--- src/common/ccr_pkg.sv ---
// constants, register map and state codes for the chip control register bank
//
// Contract
// The overrun watermark register holds a 12-bit read/write threshold in bits 11-0, bits 15-12 are reserved.
// The threshold counts 32-bit double words and resets to 0x0040, which is 256 bytes of free space.
// The identification register reads family code 15-8, chip code 7-4, revision 3-1, with bit 0 a read/write bit resetting to zero.
// Global control bit 9 picks the LED mode: 0 gives link/activity and 100BT speed, 1 gives link and activity.
// Every write to the indirect control register starts an indirect operation, whose kind follows bit 12; the code drops writes while a read runs.
// With bit 12 set the selected counter is read and then cleared, with bit 12 clear nothing happens.
// Table select bits 11-10 equal to 11 pick the statistics counters, and the host never uses 00, 01 or 10.
// Bits 4-0 of the indirect control register pick one of 32 counters.
// The low data register shows bits 15-0 of the indirect result and resets to 0x0000.
// The high data register shows bits 31-16 of the indirect result and resets to zero.
// With power event bit 14 set the wake output waits until all clocks are ready, otherwise it asserts at once.
// The wake output delay applies only while the auto wake-up enable bit 7 is set.
// With bit 7 set the device leaves low power once signal energy has lasted beyond the wake-up time.
// Both data registers hold the counter value before the host can read them, and the host reads them only after the command.
// The host writes back reset values into reserved fields of the global control register.
package ccr_pkg;
    // --------------------------------------------------------------
    // register byte offsets
    // --------------------------------------------------------------
    localparam logic [7:0]  OFS_OVERRUN   = 8'hb4;
    localparam logic [7:0]  OFS_CHIP_ID   = 8'hc0;
    localparam logic [7:0]  OFS_GLOBAL    = 8'hc6;
    localparam logic [7:0]  OFS_IND_CTRL  = 8'hc8;
    localparam logic [7:0]  OFS_IND_LOW   = 8'hd0;
    localparam logic [7:0]  OFS_IND_HIGH  = 8'hd2;
    localparam logic [7:0]  OFS_PWR_EVENT = 8'hd4;
    // --------------------------------------------------------------
    // reset values and field positions
    // --------------------------------------------------------------
    localparam logic [11:0] RST_THRESHOLD = 12'h040;
    localparam logic [15:0] RST_GLOBAL    = 16'h0835;
    localparam logic [15:0] RST_ZERO      = 16'h0000;
    localparam int          THR_MSB       = 11;
    localparam int          LED_SEL_BIT   = 9;
    localparam int          RD_EN_BIT     = 12;
    localparam int          TBL_MSB       = 11;
    localparam int          TBL_LSB       = 10;
    localparam logic [1:0]  TBL_COUNTERS  = 2'h3;
    localparam int          ADDR_MSB      = 4;
    localparam int          DELAY_EN_BIT  = 14;
    localparam int          PWR_RSV_BIT   = 13;
    localparam int          AUTO_WAKE_BIT = 7;
    // --------------------------------------------------------------
    // indirect sequencer states
    // --------------------------------------------------------------
    typedef enum logic [1:0] {
        CCR_IDLE    = 2'b00,
        CCR_CAPTURE = 2'b01,
        CCR_CLEAR   = 2'b10
    } ccr_state_t;
endpackage

--- src/hw/ccr_regs.sv ---
// chip control, identification, led, counter access and wake event registers
`timescale 1ns/1ns
`default_nettype none
module ccr_regs
    import ccr_pkg::*;
#(
    parameter logic [7:0] FAMILY_CODE = 8'h5a,  // arbitrary value
    parameter logic [3:0] CHIP_CODE   = 4'h3,   // arbitrary value
    parameter logic [2:0] REV_CODE    = 3'h2    // arbitrary value
) (
    input  wire logic        ref_clk,
    input  wire logic        reset,
    input  wire logic        ce,
    input  wire logic        reg_wr,
    input  wire logic        reg_rd,
    input  wire logic [7:0]  reg_addr,
    input  wire logic [1:0]  reg_be,
    input  wire logic [15:0] reg_wdata,
    output logic      [15:0] reg_rdata,
    output logic             ind_busy,
    output logic      [4:0]  cnt_addr,
    input  wire logic [31:0] cnt_value,
    output logic             cnt_clear,
    output logic      [11:0] threshold_field,
    input  wire logic        link_up,
    input  wire logic        activity,
    input  wire logic        speed_100,
    output logic             led0,
    output logic             led1,
    input  wire logic        wake_event,
    input  wire logic        clocks_ready,
    output logic             wake_event_output,
    input  wire logic        low_power_state,
    input  wire logic        energy_time_met,
    output logic             wake_to_normal
);
    // --------------------------------------------------------------
    // helpers
    // --------------------------------------------------------------
    // byte-lane merge of a write into a stored word
    function automatic logic [15:0] ccr_merge(input logic [15:0] old_v,
                                              input logic [15:0] new_v,
                                              input logic [1:0]  be);
        logic [15:0] res;
        res = old_v;
        if (be[0]) begin
            res[7:0] = new_v[7:0];
        end
        if (be[1]) begin
            res[15:8] = new_v[15:8];
        end
        return res;
    endfunction

    // --------------------------------------------------------------
    // storage
    // --------------------------------------------------------------
    logic       [11:0] overrun_thr;
    logic              id_spare;
    logic       [15:0] global_chip_control;
    logic       [15:0] indirect_access_control;
    logic       [15:0] indirect_data_low;
    logic       [15:0] indirect_data_high;
    logic              pwr_delay_en;
    logic              pwr_spare;
    logic              pwr_auto_wake;
    ccr_state_t        state;
    ccr_state_t        next_state;

    // --------------------------------------------------------------
    // address decode
    // --------------------------------------------------------------
    // write strobes per register
    wire        wr_go     = ce && reg_wr;
    wire        wr_thr    = wr_go && (reg_addr == OFS_OVERRUN);
    wire        wr_id     = wr_go && (reg_addr == OFS_CHIP_ID);
    wire        wr_glob   = wr_go && (reg_addr == OFS_GLOBAL);
    wire        wr_ictl   = wr_go && (reg_addr == OFS_IND_CTRL);
    wire        wr_ilow   = wr_go && (reg_addr == OFS_IND_LOW);
    wire        wr_ihigh  = wr_go && (reg_addr == OFS_IND_HIGH);
    wire        wr_pwr    = wr_go && (reg_addr == OFS_PWR_EVENT);
    // merged write values
    wire [15:0] thr_new   = ccr_merge({4'h0, overrun_thr}, reg_wdata, reg_be);
    wire [15:0] id_new    = ccr_merge({15'h0000, id_spare}, reg_wdata, reg_be);
    wire [15:0] pwr_old   = {1'b0, pwr_delay_en, pwr_spare, 5'h00,
                             pwr_auto_wake, 7'h00};
    wire [15:0] pwr_new   = ccr_merge(pwr_old, reg_wdata, reg_be);
    wire [15:0] ictl_new  = ccr_merge(indirect_access_control, reg_wdata, reg_be);

    // --------------------------------------------------------------
    // read mux
    // --------------------------------------------------------------
    // unmapped offsets read as zero
    wire [15:0] id_word   = {FAMILY_CODE, CHIP_CODE, REV_CODE, id_spare};
    wire [15:0] rd_mux    =
        (reg_addr == OFS_OVERRUN)   ? {4'h0, overrun_thr} :
        (reg_addr == OFS_CHIP_ID)   ? id_word :
        (reg_addr == OFS_GLOBAL)    ? global_chip_control :
        (reg_addr == OFS_IND_CTRL)  ? indirect_access_control :
        (reg_addr == OFS_IND_LOW)   ? indirect_data_low :
        (reg_addr == OFS_IND_HIGH)  ? indirect_data_high :
        (reg_addr == OFS_PWR_EVENT) ? pwr_old : RST_ZERO;

    always_ff @(posedge ref_clk or posedge reset) begin
        if (reset) begin
            reg_rdata <= RST_ZERO;
        end else if (ce && reg_rd) begin
            reg_rdata <= rd_mux;
        end
    end

    // --------------------------------------------------------------
    // plain control registers
    // --------------------------------------------------------------
    // threshold, id spare bit, global control, wake control
    always_ff @(posedge ref_clk or posedge reset) begin
        if (reset) begin
            overrun_thr         <= RST_THRESHOLD;
            id_spare            <= 1'b0;
            global_chip_control <= RST_GLOBAL;
            pwr_delay_en        <= 1'b0;
            pwr_spare           <= 1'b0;
            pwr_auto_wake       <= 1'b0;
        end else begin
            if (wr_thr) begin
                overrun_thr <= thr_new[THR_MSB:0];
            end
            if (wr_id) begin
                id_spare <= id_new[0];
            end
            if (wr_glob) begin
                global_chip_control <= ccr_merge(global_chip_control, reg_wdata, reg_be);
            end
            if (wr_pwr) begin
                pwr_delay_en  <= pwr_new[DELAY_EN_BIT];
                pwr_spare     <= pwr_new[PWR_RSV_BIT];
                pwr_auto_wake <= pwr_new[AUTO_WAKE_BIT];
            end
        end
    end

    assign threshold_field = overrun_thr;

    // --------------------------------------------------------------
    // indirect counter access
    // --------------------------------------------------------------
    // a counter read needs read enable and the counter table
    wire rd_cmd = wr_ictl && ictl_new[RD_EN_BIT]
                  && (ictl_new[TBL_MSB:TBL_LSB] == TBL_COUNTERS);

    always_comb begin
        next_state = state;
        case (state)
            CCR_IDLE: begin
                if (rd_cmd) begin
                    next_state = CCR_CAPTURE;
                end
            end
            CCR_CAPTURE: next_state = CCR_CLEAR;
            CCR_CLEAR:   next_state = CCR_IDLE;
            default:     next_state = CCR_IDLE;
        endcase
    end

    always_ff @(posedge ref_clk or posedge reset) begin
        if (reset) begin
            state                   <= CCR_IDLE;
            indirect_access_control <= RST_ZERO;
        end else if (ce) begin
            state <= next_state;
            if (wr_ictl && (state == CCR_IDLE)) begin
                indirect_access_control <= ictl_new;
            end
        end
    end

    // counter select follows the stored address field
    assign cnt_addr  = indirect_access_control[ADDR_MSB:0];
    assign cnt_clear = ce && (state == CCR_CLEAR);
    assign ind_busy  = (state != CCR_IDLE);

    // data words: loaded from the counter, or written by the host
    always_ff @(posedge ref_clk or posedge reset) begin
        if (reset) begin
            indirect_data_low  <= RST_ZERO;
            indirect_data_high <= RST_ZERO;
        end else if (ce) begin
            if (state == CCR_CAPTURE) begin
                indirect_data_low  <= cnt_value[15:0];
                indirect_data_high <= cnt_value[31:16];
            end else begin
                if (wr_ilow) begin
                    indirect_data_low <= ccr_merge(indirect_data_low, reg_wdata, reg_be);
                end
                if (wr_ihigh) begin
                    indirect_data_high <= ccr_merge(indirect_data_high, reg_wdata, reg_be);
                end
            end
        end
    end

    // --------------------------------------------------------------
    // led mode and wake logic
    // --------------------------------------------------------------
    wire led_sel    = global_chip_control[LED_SEL_BIT];
    wire next_led0  = led_sel ? link_up : (link_up && !activity);
    wire next_led1  = led_sel ? activity : speed_100;
    // delay only counts while auto wake-up is on
    wire hold_wake  = pwr_auto_wake && pwr_delay_en && !clocks_ready;
    wire next_wake  = wake_event && !hold_wake;
    wire next_norm  = pwr_auto_wake && low_power_state && energy_time_met;

    always_ff @(posedge ref_clk or posedge reset) begin
        if (reset) begin
            led0              <= 1'b0;
            led1              <= 1'b0;
            wake_event_output <= 1'b0;
            wake_to_normal    <= 1'b0;
        end else if (ce) begin
            led0              <= next_led0;
            led1              <= next_led1;
            wake_event_output <= next_wake;
            wake_to_normal    <= next_norm;
        end
    end
endmodule
`default_nettype wire

--- config.mk ---
export PLATFORM = sky130hd
export DESIGN_NAME = ccr_regs
export DESIGN_NICKNAME = d
export VERILOG_FILES = /design/src/common/ccr_pkg.sv /design/src/hw/ccr_regs.sv
export SDC_FILE = /design/constraint.sdc
export NUM_CORES = 1
export LEC_CHECK = 0
export BUFFER_PORTS_ARGS = -buffer_cell sky130_fd_sc_hd__buf_2
export CORE_MARGIN = 3
export CORE_UTILIZATION = 38
export CTS_CLUSTER_DIAMETER = 40
export DETAILED_ROUTE_END_ITERATION = 8
export PLACE_DENSITY_LB_ADDON = 0.3
export SYNTH_ARGS = -nofsm -noshare
export SYNTH_HDL_FRONTEND = slang
export SYNTH_SLANG_ARGS = --single-unit
--- constraint.sdc ---
create_clock -name ref_clk -period 3.35 [get_ports ref_clk]
set_clock_uncertainty 0.2 [all_clocks]
set_input_delay 0.67 -clock ref_clk [delete_from_list [all_inputs] [get_ports ref_clk]]
set_output_delay 0.67 -clock ref_clk [all_outputs]
set_load 0.02 [all_outputs]
# --- Word-level counts from Yosys, hierarchy flattened ---
# Cells that the tools add are included.
op_classes:
  n_eq_ne: 11
  n_mux: 18
  reduce_logical: 43
ops:
  columns: ["cell", "count"]
  rows:
  - ["16-bit 2-to-1 mux", 10]
  - ["8-bit equality test, second input constant", 7]
  - ["1-bit logical AND", 19]
  - ["2-bit AND reduction", 9]
  - ["3-bit AND reduction", 6]
  - ["8-bit 2-to-1 mux", 2]
  - ["15-bit 2-to-1 mux", 1]
  - ["2-bit nonzero test", 5]
  - ["5-bit 2-to-1 mux", 1]
  - ["2-bit equality test, second input constant", 2]
  - ["2-bit one-hot mux with 2 select lines", 1]
  - ["1-bit zero test", 3]
  - ["2-bit by 1-bit equality test with 1-bit output, second input constant", 1]
  - ["2-bit zero test", 1]
  - ["1-bit 2-to-1 mux", 2]
  - ["2-bit 2-to-1 mux", 1]
  - ["2-bit inequality test, second input constant", 1]
word_totals:
  ff_bits: 102
  input_bits: 70
  out_inout_bits: 39
  word_cells: 93

# --- Logic depth before layout (Yosys ltp) ---
logic_depth:
  ltp_word: 8
  ltp_mapped: 7
  depth_no_buf: 4

# --- Least setup slack after synthesis ---
# Ideal clock, no wire load.
synth_path:
  kind: "input port to flip-flop"
  startpoint: "input port reg_addr[0]"
  endpoint: "register indirect_access_control[0]"
  setup_time_ps: 125
  arrival_time_ps: 2178
  required_time_ps: 3025
  path_slack_ps: 847
  stages: 6
  path_buffers: 2
  path_cell_list: "buf_2 > or4b_1 > buf_2 > nor4_4 > nand2_2 > mux2_2"
synth_via:
  elab_chain_cells: 4
synth_rtl:
  columns: ["element", "line", "text"]
  rows:
  - ["from (decl)", "ccr_regs.sv:16", "input wire logic [7:0] reg_addr,"]
  - ["8-bit equality test", "ccr_regs.sv:78", "wire wr_ictl = wr_go && (reg_addr == OFS_IND_CTRL);"]
  - ["1-bit logical AND", "ccr_regs.sv:78", null]
  - ["1-bit logical AND", "ccr_regs.sv:171", "if (wr_ictl && (state == CCR_IDLE)) begin"]
  - ["3-bit AND reduction (no source line)", null, null]
  - ["to (signal assigned)", "ccr_regs.sv:172", "indirect_access_control <= ictl_new;"]
  - ["to (decl)", "ccr_regs.sv:61", "logic [15:0] indirect_access_control;"]
# Every way passes these cells.
# A chain may end at the register's enable or synchronous reset.

# --- Worst setup path after layout ---
layout_path:
  startpoint: "input port reg_addr[1]"
  endpoint: "register indirect_data_low[12]"
layout_via:
  elab_chain_cells: 4
layout_rtl:
  columns: ["element", "line", "text"]
  rows:
  - ["8-bit equality test", "ccr_regs.sv:79", "wire wr_ilow = wr_go && (reg_addr == OFS_IND_LOW);"]
  - ["1-bit logical AND", "ccr_regs.sv:79", null]
  - ["2-bit nonzero test (no source line)", null, null]
  - ["3-bit AND reduction (no source line)", null, null]
  - ["to (signal assigned)", "ccr_regs.sv:189", "indirect_data_low <= cnt_value[15:0];"]
  - ["to (signal assigned)", "ccr_regs.sv:193", "indirect_data_low <= ccr_merge(indirect_data_low, reg_wdata, reg_be);"]
  - ["to (decl)", "ccr_regs.sv:62", "logic [15:0] indirect_data_low;"]
# Every way passes these cells.

==> results.md <==
* Sw frac at 26.3%
* Via count at 4,326
* CTS max path bufs at 2
* Combinational share of power at 11.8%
* YS warnings at 0
* Layout Utilization at 47.3%
* Final Slew Violations at 0
* CTS tree: yes
* Starting density of the core at 39.7%
* Mapped Cells at 523
* Initial antenna violation count at 1
* Fraction of layout cells with a size suffix above 1 at 39.2%
* Synth Cell Area at 5360 um2
* Worst path slowest cell: nor4_1
* Met1 Track Usage GR at 27.9%
* Setup TNS at 0 ns
* Worst setup EP type: flop
* Number of fillers in the final layout at 1,271
* Post-synthesis sequential area ratio at 47.8%
* Ports at 109
* Finished Layout Cells at 800
* Largest net degree at the start of global routing at 45
* GRT Total Usage at 20.2%
* Mean Syn Cell Area at 10.2 um2
* VDD IR max at 0.241 mV
* Final Hold Fails at 0
* Drt pass-1 iters at 5
* GR Util met3 at 2.83%
* Status: finished, final reports clean
* Fin crit share at 72.9%
* Hold Path Class: in -> async
* Die area at 15,600 um2
* Clock Power Share at 39.6%
* Critical path's top delay family: simple AND/OR/NAND/NOR gates
* Die width at 125 um
* Internal at 2.02 mW
* Fmax at 0.410 GHz
* Area Growth Syn to Fin at 19.3%
* Max_slew headroom at 47.3%
* RSZ-0062 raised after global routing: no
* Port buffer count at 108
* Worst Path Arrival at 2.48 ns
* Final setup viols at 0
* Cell mode on critical path: buf_4
* Worst-margin pin slew at 0.781 ns
* Site Rows at 42
* Minimum clock period after layout at 2.44 ns
* Root Driver: clkbuf_16
* Total CTS buffers at 9
* Hold_ws at 0.227 ns
* Hpwl dp at 11,800 um
* Power density over the cells at 428 nW/um2
* DRC Markers at 0
* Number of flops mapped to enable cells by yosys at 0
* Vias per inst at 5.41
* Post-Route WL at 15,300 um
* GR Util met2 at 32.0%
* Max FO, Critical Path at 15
* Multi-input logic area at 2580 um2
* Resized cells post-CTS at 0
* WL per Instance at 19.2 um
* Core footprint at 13,500 um2
* Leak at 3.15 nW
* CTS hold repair buffers at 0
* Syn nets at 593
* Net switching power at 0.720 mW
* Worst skew pair latency at 0.35 ns
* Critical path startpoint category: input port
* Slowest stage delay, CP at 0.39 ns
* Final instance area at 6390 um2
* CTS sink count at 102
* GRT Max-Usage Layer: met2
* FF+latch area at 2560 um2
* Routed Antenna Nets at 0
* Fin nets at 688
* Die height at 125 um
* Max Cap Viol at 0
* Critical path buffers and inverters at 3
* DP Area at 6080 um2
* Reg power frac at 48.7%
* Synth Register Bits at 102
* Iteration-0 DRC Markers at 486
* Global-route wire length before repair at 24,800 um
* Clock Pin Slew Worst Setup and Hold Paths at 0.07 ns
* Placed Cells at 783
* WP data required at 3.39 ns
* Reg2Reg Depth at 4
* Async SR Flop Fraction at 100%
* Remaining Overflow, GRT at 0
* Unique cell type count in the Yosys netlist at 55
* Synth Flop Type: dfrtp_1
* Placer Congestion at 0.851
* Setup Crit Path Kind: in -> reg
* Vias in the first global route at 4,533
* Setup Fix Bufs, Post-CTS at 0
* Critical-path cell list: buf_2 > buf_4 > nor4_1 > buf_4 > a31oi_1 > nand2b_1 > mux2_2
* CTS H-tree depth at 3
* Cell depth of the worst setup path at 7
-- worst register-to-register path, cell delays in order (launching register included) --
cell      delay (ns)
dfrtp_1         0.38
nor2b_2         0.57
a31oi_1         0.06
nand2b_1        0.37
mux2_2          0.37
-- through the flow --
| stage | worst slack, ns | power (mW) |
|---|---|---|
| 5_1_grt | 0.813 | 2.85 |
| 2_1_floorplan | 0.847 | 1.53 |
| 6_report | 0.909 | 2.74 |
| 4_1_cts | 0.933 | 2.76 |
| 3_5_place_dp | 0.573 | 1.68 |
| 3_3_place_gp | 0.562 | 1.67 |
-- worst paths after layout --
kind                                           start                           endpoint  slack [ns]
min in group ref_clk       reg_rdata[13]$_DFFE_PP0P_          reg_rdata[13]$_DFFE_PP0P_        0.28
max                                      reg_addr[1]  indirect_data_low[12]$_DFFE_PP0P_        0.91
max in group asynchronous                      reset     threshold_field[6]$_DFFE_PP1P_        1.87
min                                            reset  indirect_data_low[13]$_DFFE_PP0P_        0.23
min reg2reg                reg_rdata[13]$_DFFE_PP0P_          reg_rdata[13]$_DFFE_PP0P_        0.28
max reg2reg                     state[0]$_DFFE_PP0P_  indirect_data_low[12]$_DFFE_PP0P_        1.29
-- synthesized netlist by cell type, drive strengths merged, types with 4 or more instances --
library cell | instances | area share (%)
o31a | 5 | 0.82
nor2 | 24 | 1.7
o221ai | 5 | 0.82
dfrtp | 96 | 45
nor4 | 4 | 0.86
nand4bb | 8 | 1.7
inv | 10 | 0.70
a32oi | 5 | 0.82
mux2i | 8 | 1.5
and2 | 9 | 1.1
nand3 | 17 | 1.6
mux2 | 83 | 17
and3 | 5 | 0.58
buf | 14 | 1.5
a21oi | 19 | 1.8
o21ai | 14 | 1.4
o31ai | 4 | 0.56
nand2 | 95 | 6.7
dfstp | 6 | 2.9
clkbuf | 27 | 1.9
a211oi | 8 | 1.1
nor3 | 9 | 0.84
or2 | 4 | 0.47
nand2b | 7 | 0.82
-- final cells by class --
class / instances / area share [%]
Antenna cell: 1 / 0.0391
Timing Repair Buffer: 125 / 10.6
Multi-Input combinational cell: 370 / 40.4
Clock inverter: 7 / 1.27
Sequential cell: 102 / 40.0
Inverter: 10 / 0.646
Tap cell: 176 / 3.44
Clock buffer: 9 / 3.52
-- placed cells by master, fill, tap and decap left out, drive strengths merged, types with 4 or more instances in the layout --
cell type / instances
nor4: 4
o31a: 5
inv: 12
mux2i: 8
nand2b: 7
buf: 125
clkbuf: 9
a211oi: 8
a21oi: 19
a32oi: 5
dfstp: 6
dfrtp: 96
nand2: 95
nor2: 24
nand4bb: 8
nor3: 9
o221ai: 5
or2: 4
o21ai: 14
nand3: 17
mux2: 83
o31ai: 4
and2: 9
and3: 5
-- sequential cells by signal (all words and copies together), names as in the netlist, 2 cells and up --
| name | count |
|---|---|
| state | 2 |
| global_chip_control | 16 |
| indirect_data_low | 16 |
| indirect_access_control | 16 |
| threshold_field | 12 |
| indirect_data_high | 16 |
| reg_rdata | 16 |
-- per-layer routing --
metal	vias to the layer above	wire length, um
li1	2047	-
met1	2118	6960
met2	140	7280
met3	21	836
met4	0	262
met5	-	0
-- power groups by stage --
stage	registers, mW	logic, mW	clock network [mW]
2_1_floorplan	1.37	0.162	0
3_3_place_gp	1.35	0.315	0
3_5_place_dp	1.36	0.322	0
4_1_cts	1.33	0.323	1.10
5_1_grt	1.34	0.355	1.15
6_report	1.33	0.322	1.08
-- kinds of logic after synthesis --
kind of cell	share of synthesized area [%]
flip-flops	47.8
buffers and inverters	4.11
AND/OR/NAND/NOR	19.0
AO/OA/AOI/OAI	10.2
multiplexers	18.9
Power figures use the tool's default switching activity.
